`config.mk`:
```
export PLATFORM = sky130hd
export DESIGN_NAME = ucif_top
export DESIGN_NICKNAME = d
export VERILOG_FILES = /design/src/hdl/ucif_pkg.sv /design/src/hdl/ucif_prio_if.sv /design/src/hdl/ucif_top.sv /design/src/hdl/ucif_prio.sv
export SDC_FILE = /design/constraint.sdc
export NUM_CORES = 1
export LEC_CHECK = 0
export ABC_CLOCK_PERIOD_IN_PS = 2300
export BUFFER_PORTS_ARGS = -buffer_cell sky130_fd_sc_hd__buf_4
export CAP_MARGIN = 20
export CORE_MARGIN = 4
export CORE_UTILIZATION = 29
export DETAILED_ROUTE_END_ITERATION = 12
export GPL_ROUTABILITY_DRIVEN = 0
export SLEW_MARGIN = 10
export SYNTH_ARGS = -nofsm -noshare
export SYNTH_HDL_FRONTEND = slang
export SYNTH_HIERARCHICAL = 1
export SYNTH_SLANG_ARGS = --single-unit
```
`constraint.sdc`:
```
create_clock -name hclk -period 2.3 [get_ports hclk]
set_input_delay 0.46 -clock hclk [delete_from_list [all_inputs] [get_ports hclk]]
set_output_delay 0.46 -clock hclk [all_outputs]
set_load 0.05 [all_outputs]
```
`src/hdl/ucif_pkg.sv`:
```
// Constants for the serial channel interrupt and queue control block.
package ucif_pkg;

    // Register byte offsets on the AHB-Lite bus.
    localparam logic [7:0] OFS_ENABLE   = 8'h00;
    localparam logic [7:0] OFS_STATUS   = 8'h04;
    localparam logic [7:0] OFS_QCTRL    = 8'h08;
    localparam logic [7:0] OFS_FEATURE  = 8'h0c;
    localparam logic [7:0] OFS_FLOWCHAR = 8'h10;
    localparam logic [7:0] OFS_LINE     = 8'h14;
    localparam logic [7:0] OFS_MODEM    = 8'h18;
    localparam logic [7:0] OFS_GLOBAL   = 8'h1c;

    // Reset values.
    localparam logic [7:0] ENABLE_RST  = 8'h00;
    localparam logic [7:0] FEATURE_RST = 8'h00;

    // Enable register fields.
    localparam int EN_RX    = 0;
    localparam int EN_TX    = 1;
    localparam int EN_LINE  = 2;
    localparam int EN_MODEM = 3;
    localparam int EN_XOFF  = 5;
    localparam int EN_FOUT  = 6;
    localparam int EN_FIN   = 7;

    // Feature register fields.
    localparam int FT_TBL_LO = 0;
    localparam int FT_TBL_HI = 1;
    localparam int FT_AUTO_DIR = 2;
    localparam int FT_GATE   = 3;
    localparam int FT_AUTO_OUT = 4;
    localparam int FT_AUTO_IN  = 5;
    localparam int FT_PIN_SEL  = 6;

    // Queue control fields.
    localparam int QC_EN    = 0;
    localparam int QC_RXRST = 1;
    localparam int QC_TXRST = 2;
    localparam int QC_MODE  = 3;
    localparam int QC_TXT_LO = 4;
    localparam int QC_TXT_HI = 5;
    localparam int QC_RXT_LO = 6;
    localparam int QC_RXT_HI = 7;

    // Line state bits.
    localparam int LS_READY = 0;
    localparam int LS_THR_E = 5;
    localparam int LS_ALL_E = 6;

    // Receive timeout: four characters plus this many bit times.
    localparam int          TMO_CHARS = 4;
    localparam logic [6:0]  TMO_BITS  = 7'h0c;

    // Pending source index, highest priority first.
    localparam int NSRC      = 7;
    localparam int SRC_LINE  = 0;
    localparam int SRC_RX_DATA_READY_IRQ = 1;
    localparam int SRC_RXTMO = 2;
    localparam int SRC_TX    = 3;
    localparam int SRC_MODEM = 4;
    localparam int SRC_CHAR  = 5;
    localparam int SRC_FLOW  = 6;

    // Six-bit status codes per source.
    localparam logic [5:0] CODE_LINE  = 6'h06;
    localparam logic [5:0] CODE_RX_DATA_READY_IRQ = 6'h04;
    localparam logic [5:0] CODE_RXTMO = 6'h0c;
    localparam logic [5:0] CODE_TX    = 6'h02;
    localparam logic [5:0] CODE_MODEM = 6'h00;
    localparam logic [5:0] CODE_CHAR  = 6'h10;
    localparam logic [5:0] CODE_FLOW  = 6'h20;
    localparam logic [5:0] CODE_NONE  = 6'h01;

endpackage : ucif_pkg

```
`src/hdl/ucif_prio_if.sv`:
```
// Interface between the source logic and the priority encoder.
`timescale 1ns/1ps
`default_nettype none
interface ucif_prio_if;
    import ucif_pkg::*;
    logic [NSRC-1:0] pending;
    logic [5:0]      code;
    logic            any;
    modport enc (input pending, output code, output any);
    modport user (output pending, input code, input any);
endinterface : ucif_prio_if
`default_nettype wire

```
`src/hdl/ucif_top.sv`:
```
// Interrupt unit and queue control for one serial channel, AHB-Lite slave.
// Behaviour
// - Tx ready follows holding-empty when direction control off
// - Tx ready follows all-empty when direction control on
// - Errored received character raises line status
// - Enable bits 5-7 need gate bit
// - Status shows highest pending, others wait
// - Fixed six-bit codes in priority order
// - Timeout after four chars plus twelve bits
// - Receive ready tracks level against trigger
// - Line and modem reads clear their sources
// - Status read clears tx and flow-char
// - Special match clears on status read or next char
// - Modem irq on modem bits 0-3
// - Flow input rising edge with auto input
// - Flow output rising edge with auto output
// - Wake flag set leaving sleep, global read clears
// - Status bit 0 is one when idle
// - Status bit 4 gated, last Xon/Xoff indicator
// - Status bits 7:6 show queue enable
// - Queue enable bit gates other control bits
// - Queue resets pulse then self-clear
// - Block mode bit stored, no effect
// - Tx trigger event on falling below trigger
// - Receive ready uses holding slot outside queue mode
//
// Local design decisions: register access over AHB-Lite and the placing of the registers.
`timescale 1ns/1ps
`default_nettype none
module ucif_top
    import ucif_pkg::*;
(
    // Clock and reset.
    input  wire logic        hclk,
    input  wire logic        hresetn,
    // AHB-Lite slave.
    input  wire logic        hsel,
    input  wire logic [7:0]  haddr,
    input  wire logic [1:0]  htrans,
    input  wire logic        hwrite,
    input  wire logic [2:0]  hsize,
    input  wire logic [31:0] hwdata,
    input  wire logic        hready,
    output logic             hreadyout,
    output logic             hresp,
    output logic [31:0]      hrdata,
    // Channel state from the datapath.
    input  wire logic [7:0]  line_state_reg,
    input  wire logic [7:0]  modem_state_reg,
    input  wire logic        rx_char_push,
    input  wire logic        rx_active,
    input  wire logic        bit_tick,
    input  wire logic [3:0]  char_bits,
    input  wire logic [6:0]  rx_level,
    input  wire logic [6:0]  rx_trig,
    input  wire logic [6:0]  tx_level,
    input  wire logic [6:0]  tx_trig,
    input  wire logic        xon_det,
    input  wire logic        xoff_det,
    input  wire logic        special_det,
    input  wire logic        flow_in_cts,
    input  wire logic        flow_in_dsr,
    input  wire logic        flow_out_rts,
    input  wire logic        flow_out_dtr,
    input  wire logic        sleep_active,
    // Control toward the datapath.
    output logic             fifo_en,
    output logic             rx_fifo_reset,
    output logic             tx_fifo_reset,
    output logic             block_mode,
    output logic [1:0]       tx_trig_sel,
    output logic [1:0]       rx_trig_sel,
    output logic [1:0]       trig_table,
    output logic             auto_dir,
    output logic             auto_out,
    output logic             auto_in,
    output logic             pin_sel,
    // Indications.
    output logic             wake_ind,
    output logic             irq
);

    ucif_prio_if pif ();

    logic [7:0]  enable_r;
    logic [7:0]  feature_r;
    logic        dph_r;
    logic        done_r;
    logic        dwr_r;
    logic [7:0]  daddr_r;
    logic        line_irq_r;
    logic        tx_irq_r;
    logic        modem_irq_r;
    logic        flow_char_indicator_irq_r;
    logic        special_irq_r;
    logic        fin_irq_r;
    logic        fout_irq_r;
    logic        wake_r;
    logic [1:0]  flow_char_r;
    logic [6:0]  tmo_cnt_r;
    logic        tmo_irq_r;
    logic        lsr5_q_r;
    logic        lsr6_q_r;
    logic [3:0]  msr_q_r;
    logic        fin_q_r;
    logic        fout_q_r;
    logic        sleep_q_r;
    logic [6:0]  tx_level_q_r;
    logic        tx_over_r;
    logic        act;
    logic        wr_act;
    logic        rd_act;
    logic        rd_status;
    logic        rd_line;
    logic        rd_modem;
    logic        rd_global;
    logic        rd_flowchar;
    logic        gate;
    logic [7:0]  en_eff;
    logic        rx_ready;
    logic        tx_event;
    logic        fin_sel;
    logic        fout_sel;
    logic [6:0]  tmo_limit;
    logic [5:0]  code;
    logic [7:0]  status_val;
    logic [31:0] rdata;

    ucif_prio u_prio (
        .pif (pif.enc)
    );

    // Bus data phase: one wait cycle, then the registered answer.
    always_ff @(posedge hclk or negedge hresetn) begin
        if (!hresetn) begin
            dph_r   <= 1'b0;
            done_r  <= 1'b0;
            dwr_r   <= 1'b0;
            daddr_r <= 8'h00;
        end else if (hsel && htrans[1] && hready) begin
            dph_r   <= 1'b1;
            done_r  <= 1'b0;
            dwr_r   <= hwrite;
            daddr_r <= {haddr[7:2], 2'b00};
        end else if (dph_r && !done_r) begin
            done_r <= 1'b1;
        end else if (hready) begin
            dph_r  <= 1'b0;
            done_r <= 1'b0;
        end
    end

    assign hreadyout = !(dph_r && !done_r);
    assign hresp     = 1'b0;

    // The access acts once, in the wait cycle, with hwdata already valid.
    assign act         = dph_r && !done_r;
    assign wr_act      = act && dwr_r;
    assign rd_act      = act && !dwr_r;
    assign rd_status   = rd_act && (daddr_r == OFS_STATUS);
    assign rd_line     = rd_act && (daddr_r == OFS_LINE);
    assign rd_modem    = rd_act && (daddr_r == OFS_MODEM);
    assign rd_global   = rd_act && (daddr_r == OFS_GLOBAL);
    assign rd_flowchar = rd_act && (daddr_r == OFS_FLOWCHAR);

    // Read data is latched in the wait cycle.
    always_ff @(posedge hclk or negedge hresetn) begin
        if (!hresetn) begin
            hrdata <= 32'h0000_0000;
        end else if (rd_act) begin
            hrdata <= rdata;
        end
    end

    // Read mux; unmapped and write-only offsets read as zero.
    always_comb begin
        rdata = 32'h0000_0000;
        unique case (daddr_r)
            OFS_ENABLE:   rdata[7:0] = enable_r;
            OFS_STATUS:   rdata[7:0] = status_val;
            OFS_FEATURE:  rdata[7:0] = feature_r;
            OFS_FLOWCHAR: rdata[1:0] = flow_char_r;
            OFS_LINE:     rdata[7:0] = line_state_reg;
            OFS_MODEM:    rdata[7:0] = modem_state_reg;
            OFS_GLOBAL:   rdata[0]   = wake_r;
            default:      rdata      = 32'h0000_0000;
        endcase
    end

    // Enable and feature registers.
    always_ff @(posedge hclk or negedge hresetn) begin
        if (!hresetn) begin
            enable_r  <= ENABLE_RST;
            feature_r <= FEATURE_RST;
        end else if (wr_act) begin
            if (daddr_r == OFS_ENABLE) begin
                enable_r <= hwdata[7:0];
            end
            if (daddr_r == OFS_FEATURE) begin
                feature_r <= hwdata[7:0];
            end
        end
    end

    assign gate       = feature_r[FT_GATE];
    assign trig_table = feature_r[FT_TBL_HI:FT_TBL_LO];
    assign auto_dir   = feature_r[FT_AUTO_DIR];
    assign auto_out   = feature_r[FT_AUTO_OUT];
    assign auto_in    = feature_r[FT_AUTO_IN];
    assign pin_sel    = feature_r[FT_PIN_SEL];

    // Upper enables count only behind the gate bit.
    assign en_eff = {enable_r[7:5] & {3{gate}}, 1'b0, enable_r[3:0]};

    // Queue control: bit 0 in the same write unlocks the rest; the transmit trigger also needs the gate bit.
    always_ff @(posedge hclk or negedge hresetn) begin
        if (!hresetn) begin
            fifo_en       <= 1'b0;
            rx_fifo_reset <= 1'b0;
            tx_fifo_reset <= 1'b0;
            block_mode    <= 1'b0;
            tx_trig_sel   <= 2'b00;
            rx_trig_sel   <= 2'b00;
        end else begin
            rx_fifo_reset <= 1'b0;
            tx_fifo_reset <= 1'b0;
            if (wr_act && (daddr_r == OFS_QCTRL)) begin
                fifo_en <= hwdata[QC_EN];
                if (hwdata[QC_EN]) begin
                    rx_fifo_reset <= hwdata[QC_RXRST];
                    tx_fifo_reset <= hwdata[QC_TXRST];
                    block_mode    <= hwdata[QC_MODE];
                    rx_trig_sel   <= hwdata[QC_RXT_HI:QC_RXT_LO];
                    if (gate) begin
                        tx_trig_sel <= hwdata[QC_TXT_HI:QC_TXT_LO];
                    end
                end
            end
        end
    end

    // Edge history for the event sources.
    always_ff @(posedge hclk or negedge hresetn) begin
        if (!hresetn) begin
            lsr5_q_r     <= 1'b1;
            lsr6_q_r     <= 1'b1;
            msr_q_r      <= 4'h0;
            fin_q_r      <= 1'b0;
            fout_q_r     <= 1'b0;
            sleep_q_r    <= 1'b0;
            tx_level_q_r <= 7'h00;
        end else begin
            lsr5_q_r     <= line_state_reg[LS_THR_E];
            lsr6_q_r     <= line_state_reg[LS_ALL_E];
            msr_q_r      <= modem_state_reg[3:0];
            fin_q_r      <= fin_sel;
            fout_q_r     <= fout_sel;
            sleep_q_r    <= sleep_active;
            tx_level_q_r <= tx_level;
        end
    end

    // Whether the last transmit reload went over the trigger.
    always_ff @(posedge hclk or negedge hresetn) begin
        if (!hresetn) begin
            tx_over_r <= 1'b0;
        end else if (tx_level == 7'h00) begin
            tx_over_r <= 1'b0;
        end else if (tx_level > tx_trig) begin
            tx_over_r <= 1'b1;
        end
    end

    // Transmit ready events, chosen by the direction control mode.
    always_comb begin
        if (auto_dir) begin
            tx_event = line_state_reg[LS_ALL_E] && !lsr6_q_r;
        end else begin
            tx_event = (line_state_reg[LS_THR_E] && !lsr5_q_r)
                     || (fifo_en && (tx_level < tx_trig) && (tx_level_q_r >= tx_trig))
                     || (fifo_en && !tx_over_r && (tx_level == 7'h00) && (tx_level_q_r != 7'h00));
        end
    end

    // Transmit ready flag; only a read that reports it clears it.
    always_ff @(posedge hclk or negedge hresetn) begin
        if (!hresetn) begin
            tx_irq_r <= 1'b0;
        end else if (tx_event) begin
            tx_irq_r <= 1'b1;
        end else if (rd_status && (code == CODE_TX)) begin
            tx_irq_r <= 1'b0;
        end
    end

    // Line status: errored push sets, line state read clears.
    always_ff @(posedge hclk or negedge hresetn) begin
        if (!hresetn) begin
            line_irq_r <= 1'b0;
        end else if (rx_char_push && (|line_state_reg[4:1])) begin
            line_irq_r <= 1'b1;
        end else if (rd_line) begin
            line_irq_r <= 1'b0;
        end
    end

    // Modem status: a new delta bit sets, modem state read clears.
    always_ff @(posedge hclk or negedge hresetn) begin
        if (!hresetn) begin
            modem_irq_r <= 1'b0;
        end else if (|(modem_state_reg[3:0] & ~msr_q_r)) begin
            modem_irq_r <= 1'b1;
        end else if (rd_modem) begin
            modem_irq_r <= 1'b0;
        end
    end

    // Flow pins selected by the pin select bit.
    assign fin_sel  = pin_sel ? flow_in_dsr : flow_in_cts;
    assign fout_sel = pin_sel ? flow_out_dtr : flow_out_rts;

    // Flow pin change flags; modem state read clears both.
    always_ff @(posedge hclk or negedge hresetn) begin
        if (!hresetn) begin
            fin_irq_r  <= 1'b0;
            fout_irq_r <= 1'b0;
        end else begin
            if (auto_in && fin_sel && !fin_q_r) begin
                fin_irq_r <= 1'b1;
            end else if (rd_modem) begin
                fin_irq_r <= 1'b0;
            end
            if (auto_out && fout_sel && !fout_q_r) begin
                fout_irq_r <= 1'b1;
            end else if (rd_modem) begin
                fout_irq_r <= 1'b0;
            end
        end
    end

    // Flow character flags and the last Xon/Xoff indicator.
    always_ff @(posedge hclk or negedge hresetn) begin
        if (!hresetn) begin
            flow_char_indicator_irq_r   <= 1'b0;
            special_irq_r <= 1'b0;
            flow_char_r   <= 2'b00;
        end else begin
            if (xon_det || xoff_det) begin
                flow_char_indicator_irq_r <= 1'b1;
            end else if (rd_status && (code == CODE_CHAR)) begin
                flow_char_indicator_irq_r <= 1'b0;
            end
            if (special_det) begin
                special_irq_r <= 1'b1;
            end else if ((rd_status && (code == CODE_CHAR)) || rx_char_push) begin
                special_irq_r <= 1'b0;
            end
            if (xon_det || xoff_det) begin
                flow_char_r <= {xon_det, xoff_det};
            end else if (rd_flowchar) begin
                flow_char_r <= 2'b00;
            end
        end
    end

    // Wake flag; only the global register read clears it.
    always_ff @(posedge hclk or negedge hresetn) begin
        if (!hresetn) begin
            wake_r <= 1'b0;
        end else if (sleep_q_r && !sleep_active) begin
            wake_r <= 1'b1;
        end else if (rd_global) begin
            wake_r <= 1'b0;
        end
    end

    assign wake_ind = wake_r;

    // Receive ready: trigger in queue mode, holding slot otherwise.
    assign rx_ready = fifo_en ? (rx_level >= rx_trig) : line_state_reg[LS_READY];

    // Timeout in bit times: four characters plus twelve bits.
    assign tmo_limit = 7'((TMO_CHARS * char_bits)) + TMO_BITS;

    // Timeout counts idle bit times while data sits below trigger.
    always_ff @(posedge hclk or negedge hresetn) begin
        if (!hresetn) begin
            tmo_cnt_r <= 7'h00;
            tmo_irq_r <= 1'b0;
        end else if (!fifo_en || (rx_level == 7'h00)) begin
            tmo_cnt_r <= 7'h00;
            tmo_irq_r <= 1'b0;
        end else if (rx_char_push || rx_active || (rx_level >= rx_trig)) begin
            tmo_cnt_r <= 7'h00;
        end else if (bit_tick && !tmo_irq_r) begin
            if (tmo_cnt_r + 7'h01 >= tmo_limit) begin
                tmo_irq_r <= 1'b1;
            end
            tmo_cnt_r <= tmo_cnt_r + 7'h01;
        end
    end

    // Enabled pending sources, highest priority at index zero.
    assign pif.pending[SRC_LINE]  = en_eff[EN_LINE] && line_irq_r;
    assign pif.pending[SRC_RX_DATA_READY_IRQ] = en_eff[EN_RX] && rx_ready;
    assign pif.pending[SRC_RXTMO] = en_eff[EN_RX] && tmo_irq_r;
    assign pif.pending[SRC_TX]    = en_eff[EN_TX] && tx_irq_r;
    assign pif.pending[SRC_MODEM] = en_eff[EN_MODEM] && modem_irq_r;
    assign pif.pending[SRC_CHAR]  = en_eff[EN_XOFF] && (flow_char_indicator_irq_r || special_irq_r);
    assign pif.pending[SRC_FLOW]  = (en_eff[EN_FIN] && fin_irq_r) || (en_eff[EN_FOUT] && fout_irq_r);

    // Only the top source is reported; the rest stay queued.
    assign code       = pif.code;
    assign status_val = {fifo_en, fifo_en, code};

    // Interrupt line follows any enabled pending source.
    assign irq = pif.any;

endmodule : ucif_top
`default_nettype wire

```
`src/hdl/ucif_prio.sv`:
```
// Priority encoder that turns pending sources into the status code.
`timescale 1ns/1ps
`default_nettype none
module ucif_prio
    import ucif_pkg::*;
(
    // Pending sources in, code out.
    ucif_prio_if.enc pif
);
    localparam logic [NSRC-1:0][5:0] CODES = {CODE_FLOW, CODE_CHAR, CODE_MODEM, CODE_TX,
                                              CODE_RXTMO, CODE_RX_DATA_READY_IRQ, CODE_LINE};

    // Lowest index wins, so scan from the lowest priority upward.
    always_comb begin
        pif.code = CODE_NONE;
        for (int i = NSRC - 1; i >= 0; i--) begin
            if (pif.pending[i]) begin
                pif.code = CODES[i];
            end
        end
    end

    // Any pending source drops the no-interrupt flag.
    assign pif.any = |pif.pending;

endmodule : ucif_prio
`default_nettype wire

```
==> results.md <==
- The run finished, with violations left.
- The checks that failed: negative setup slack.
- The worst setup path is launched from a primary input.
- The reg-to-reg setup timing slack is -50 ps.
- The clock net sink count is 76.
- The count of endpoints failing setup in the final report is 5.
- The die span in y is around 130 um.
- The effective utilization at floorplan is 0.296.
- The largest area contributor in the synthesized netlist is dfrtp_1.
- The hold buffer count at cts is 0.
- The layer flagged by global routing as most heavily used is met2.
- The sequential share of the synthesized area is 0.441.
- In the routed design, unresolved DRC markers number 0.
- The setup path with the least slack is of type primary input to flop.
- In this run the cell area of the synthesized design comes to 0.00432 sq mm.
- Counting instances in the post-synthesis netlist gives the leading cell types as 74 x dfrtp_1, 35 x inv_1, 29 x nand2_1.
- The leading cell type by number of instances after synthesis is dfrtp_1.
- The number of port buffers is ~100.
- In this run the static leakage power is between 2 and 3 nW.
- The portion of total power attributed to combinational logic is 0.331.
- During synthesis, Yosys emitted a total of 6 warnings.
- The cell class contributing the biggest share of worst-path delay is simple AND/OR/NAND/NOR gates.
- The source-to-sink clock delay at the later pin of the worst-skew pair is 340 ps.
- The met1 track utilization from global routing is 0.190.
- The relative contribution of sequential cells to total power is 0.351.
- After layout, the minimum clock period comes to around 2700 ps.
- The number of optimization iterations in the first detailed-route pass is 6.
- The number of nets with antenna violations after routing is 0.
- The worst register-to-register path has a depth of 8.
- The count of antenna diodes in the layout is 0.
- The maximum clock skew at final layout is approximately 13 ps.
- The initialized floorplan defines 44 standard-cell rows.
- Clock tree synthesis inserted a total of 9 buffers.
- The region available for standard cell placement spans 0.0146 sq mm.
- The cell at the slowest stage of the critical path is or3_4.
- The part of the total power dissipated in the clock network is 0.318.
- Along the worst path, the maximum fanout reaches 3.
- The sum of negative setup slack is -1300 ps.
- The wire length after detailed routing is roughly 12000 um.
- The HPWL after detailed placement is about 9600 um.
- The per-cell via count in the routed design is about 4.7.
- IR analysis of the VDD net gives a maximum drop of around 0.00035 V.
- The count of final max-slew check failures was 0.
- The area enclosed by the die boundary is approximately 0.017 sq mm.
- The final worst setup slack is -363 ps.
- After the last flow step, the layout net total stands at slightly below 700.
- The placement-stage cell area is around 0.0055 sq mm.
- The first global-routing pass estimated around 19000 um of wire.
- Of the total power, the share spent switching nets is 0.353.
- The clock tree synthesis step divided the H-tree into 3 levels.
- The pin slew with the least headroom to its limit is roughly 630 ps.
- The worst register-to-register path begins at fifo_en$_DFFE_PN0P_.
- The overall track demand over capacity in global routing is 0.141.
- TritonCTS built the clock tree.
- The finished cells cover between 0.006 and 0.007 sq mm.
- Setup repair after global routing could not meet its margin everywhere.
- Dividing the final minimum period by the clock period gives 1.16.
- The root buffer cell is clkbuf_16.
- The critical path data required time is around 2500 ps.
- The area used by multi-input combinational logic is approximately 0.0023 sq mm.
- The clock passes through at most 2 buffers.
- The fill cell total of the finished layout is 1378.
- The switching power summed over all nets is about 0.0018 W.
- For this design the top-level I/O count stands at roughly 160.
- The critical path buffer and inverter count is 3.
- After global routing the overflow that remains totals 0.
- The dominant register cell in the synthesized netlist is dfrtp_1.
- The critical path goes through buf_4 > inv_4 > ha_4 > and3_4 > a311oi_4 > a21oi_2 > or3_4 > buf_6 > nor4b_4 > nand2_1 > or3_4 > a211o_1.
- Counting flops with an async set or reset pin after synthesis yields a share of 1.00.
- Entering global routing, the biggest net connects 43 pins.
- Across the run, the number of max-cap violations was 0.
- The number of cells produced by synthesis is around 400.
- In the final layout, the share of cells above drive strength 1 is 0.410.
- The initial antenna violation count is 0.
- The capturing element type of the critical path is a flop.
- The width of the die is roughly 130 um.
- The critical path's largest stage delay is around 400 ps.
- The worst setup slack after placement is -875 ps.
- The share of synthesized area in the top cell type comes to 0.429.
- From synthesis to final layout, the design area changed by 39.6%.
- Headroom to the max-slew limit came out at 0.574.
- For met2 alone, demand over resource in global routing was 0.228.
- The final routed wire length divided by cell count is ~16 um.
- The starting DRC count in detailed routing is 221.
- The total via count after detailed routing is 3508.
- After clock tree synthesis, the clock-pin slew on the worst setup and hold paths is 60 ps.
- The via count of the first global-routing pass is ~3500.
- In this run, synthesis produced a sequential element count of between 70 and 80.
- The internal power contribution is 0.00321 W.
- The critical path's most frequent cell is or3_4.
- The number of library cell types mapped by synthesis is 65.
- By area the synthesized netlist is led by dfrtp_1 43%, ha_1 8.1%, mux2_2 6.3%.
- The number of endpoints with negative hold slack in the final report is 0.
- Counting flops with a built-in enable in the synthesized netlist gives 0.
- In this run the critical register-to-register path is captured at flow_char_indicator_irq_r$_DFFE_PN0P_.
- The average instance in the mapped netlist occupies 10.5 sq um.
- Data arrives at the worst endpoint at between 2000 and 3000 ps.
- The met3 global-route usage is 0.0295.
- The highest clock rate is 376 MHz.
- At the end of the flow the core is filled with cells to 0.413.
- The total area of sequential cells is 0.00190 sq mm.
- The power density of the placed cells is about 820 mW/mm^2.
- The path category of the worst min-delay check is primary input to asynchronous set/reset pin.
==> power groups by stage <==
stage               combinational (W)  clock [W]  sequential, W
finish                        0.00164    0.00158        0.00174
global route                  0.00176    0.00166        0.00177
CTS                           0.00164    0.00161        0.00174
detailed placement            0.00155          0        0.00177
global placement              0.00153          0        0.00176
floorplan                    0.000787          0        0.00198
==> flip-flops by register name, summed over array words and instances, names as in the netlist, 2 cells and up <==
signal        count
msr_q_r           4
flow_char_r       2
daddr_r           6
tx_level_q_r      7
tmo_cnt_r         7
rx_trig_sel       2
hrdata            8
feature_r         8
tx_trig_sel       2
enable_r          8
==> area by class of cell <==
class | instances | share of cell area
Inverter | 35 | 0.0251
Multi-Input combinational cell | 291 | 0.383
Clock buffer | 11 | 0.0419
Timing Repair Buffer | 138 | 0.182
Clock inverter | 5 | 0.0137
Sequential cell | 76 | 0.316
Tap cell | 184 | 0.0382
==> per-layer routing <==
metal / part of all wire / up-vias
met2: 0.48 / 99
met1: 0.45 / 1687
li1: - / 1704
met4: 0.018 / 0
met5: 0 / -
met3: 0.053 / 18
==> worst max-delay path by stage <==
stage / start / endpoint / cells past startpoint
final: rx_trig[4] / flow_char_indicator_irq_r$_DFFE_PN0P_ / 12
after global routing: rx_trig[4] / flow_char_indicator_irq_r$_DFFE_PN0P_ / 13
after CTS: rx_trig[5] / irq / 10
after detailed placement: rx_trig[2] / flow_char_indicator_irq_r$_DFFE_PN0P_ / 13
after global placement: rx_trig[2] / flow_char_indicator_irq_r$_DFFE_PN0P_ / 13
after floorplan: rx_trig[2] / flow_char_indicator_irq_r$_DFFE_PN0P_ / 12
==> per-stage QoR <==
stage	hold WS, ps	std cells	total power [W]
after floorplan	164	436	0.00277
after global placement	454	718	0.00329
after detailed placement	457	718	0.00332
after CTS	101	737	0.00500
after global routing	119	740	0.00520
final	83.0	740	0.00496
==> cell families after synthesis <==
kind of cell / share of synthesized area
muxes: 0.0742
AOI/OAI and AO/OA: 0.126
xor gates and xnor gates: 0.0264
DFF: 0.441
other: 0.000868
adders and majority gates: 0.0811
and+or+nand+nor: 0.163
buffers and inverters: 0.0878
==> cell usage in the layout (no fill, tap or decap), drive strengths merged, types with 5 or more instances in the layout <==
cell type and n:
clkbuf 11, mux2 26, xnor2 10, conb 25, nor2 25, nand3 8
a22oi 5, dfrtp 74, nand2 30, a222oi 8, inv 36, nor3 8
a21oi 17, ha 28, o21ai 15, nand2b 8, and2 5, buf 138
nor4 9
==> worst register-to-register path, delay by kind of cell, from the launching register on <==
| family | cells | cell delay [ps] |
|---|---|---|
| buffers and inverters | 1 | 140 |
| AO/OA/AOI/OAI | 3 | 570 |
| flip-flops | 1 | 440 |
| AND/OR/NAND/NOR | 4 | 1090 |
==> what timing repair did <==
item / 4_1_cts / 5_1_grt
endpoints found under the setup margin: 9 / 10
pin swaps: 15 / 9
buffers inserted: 6 / 4
resized for setup: 34 / 6
No activity file was read; power rests on OpenSTA's default activity.
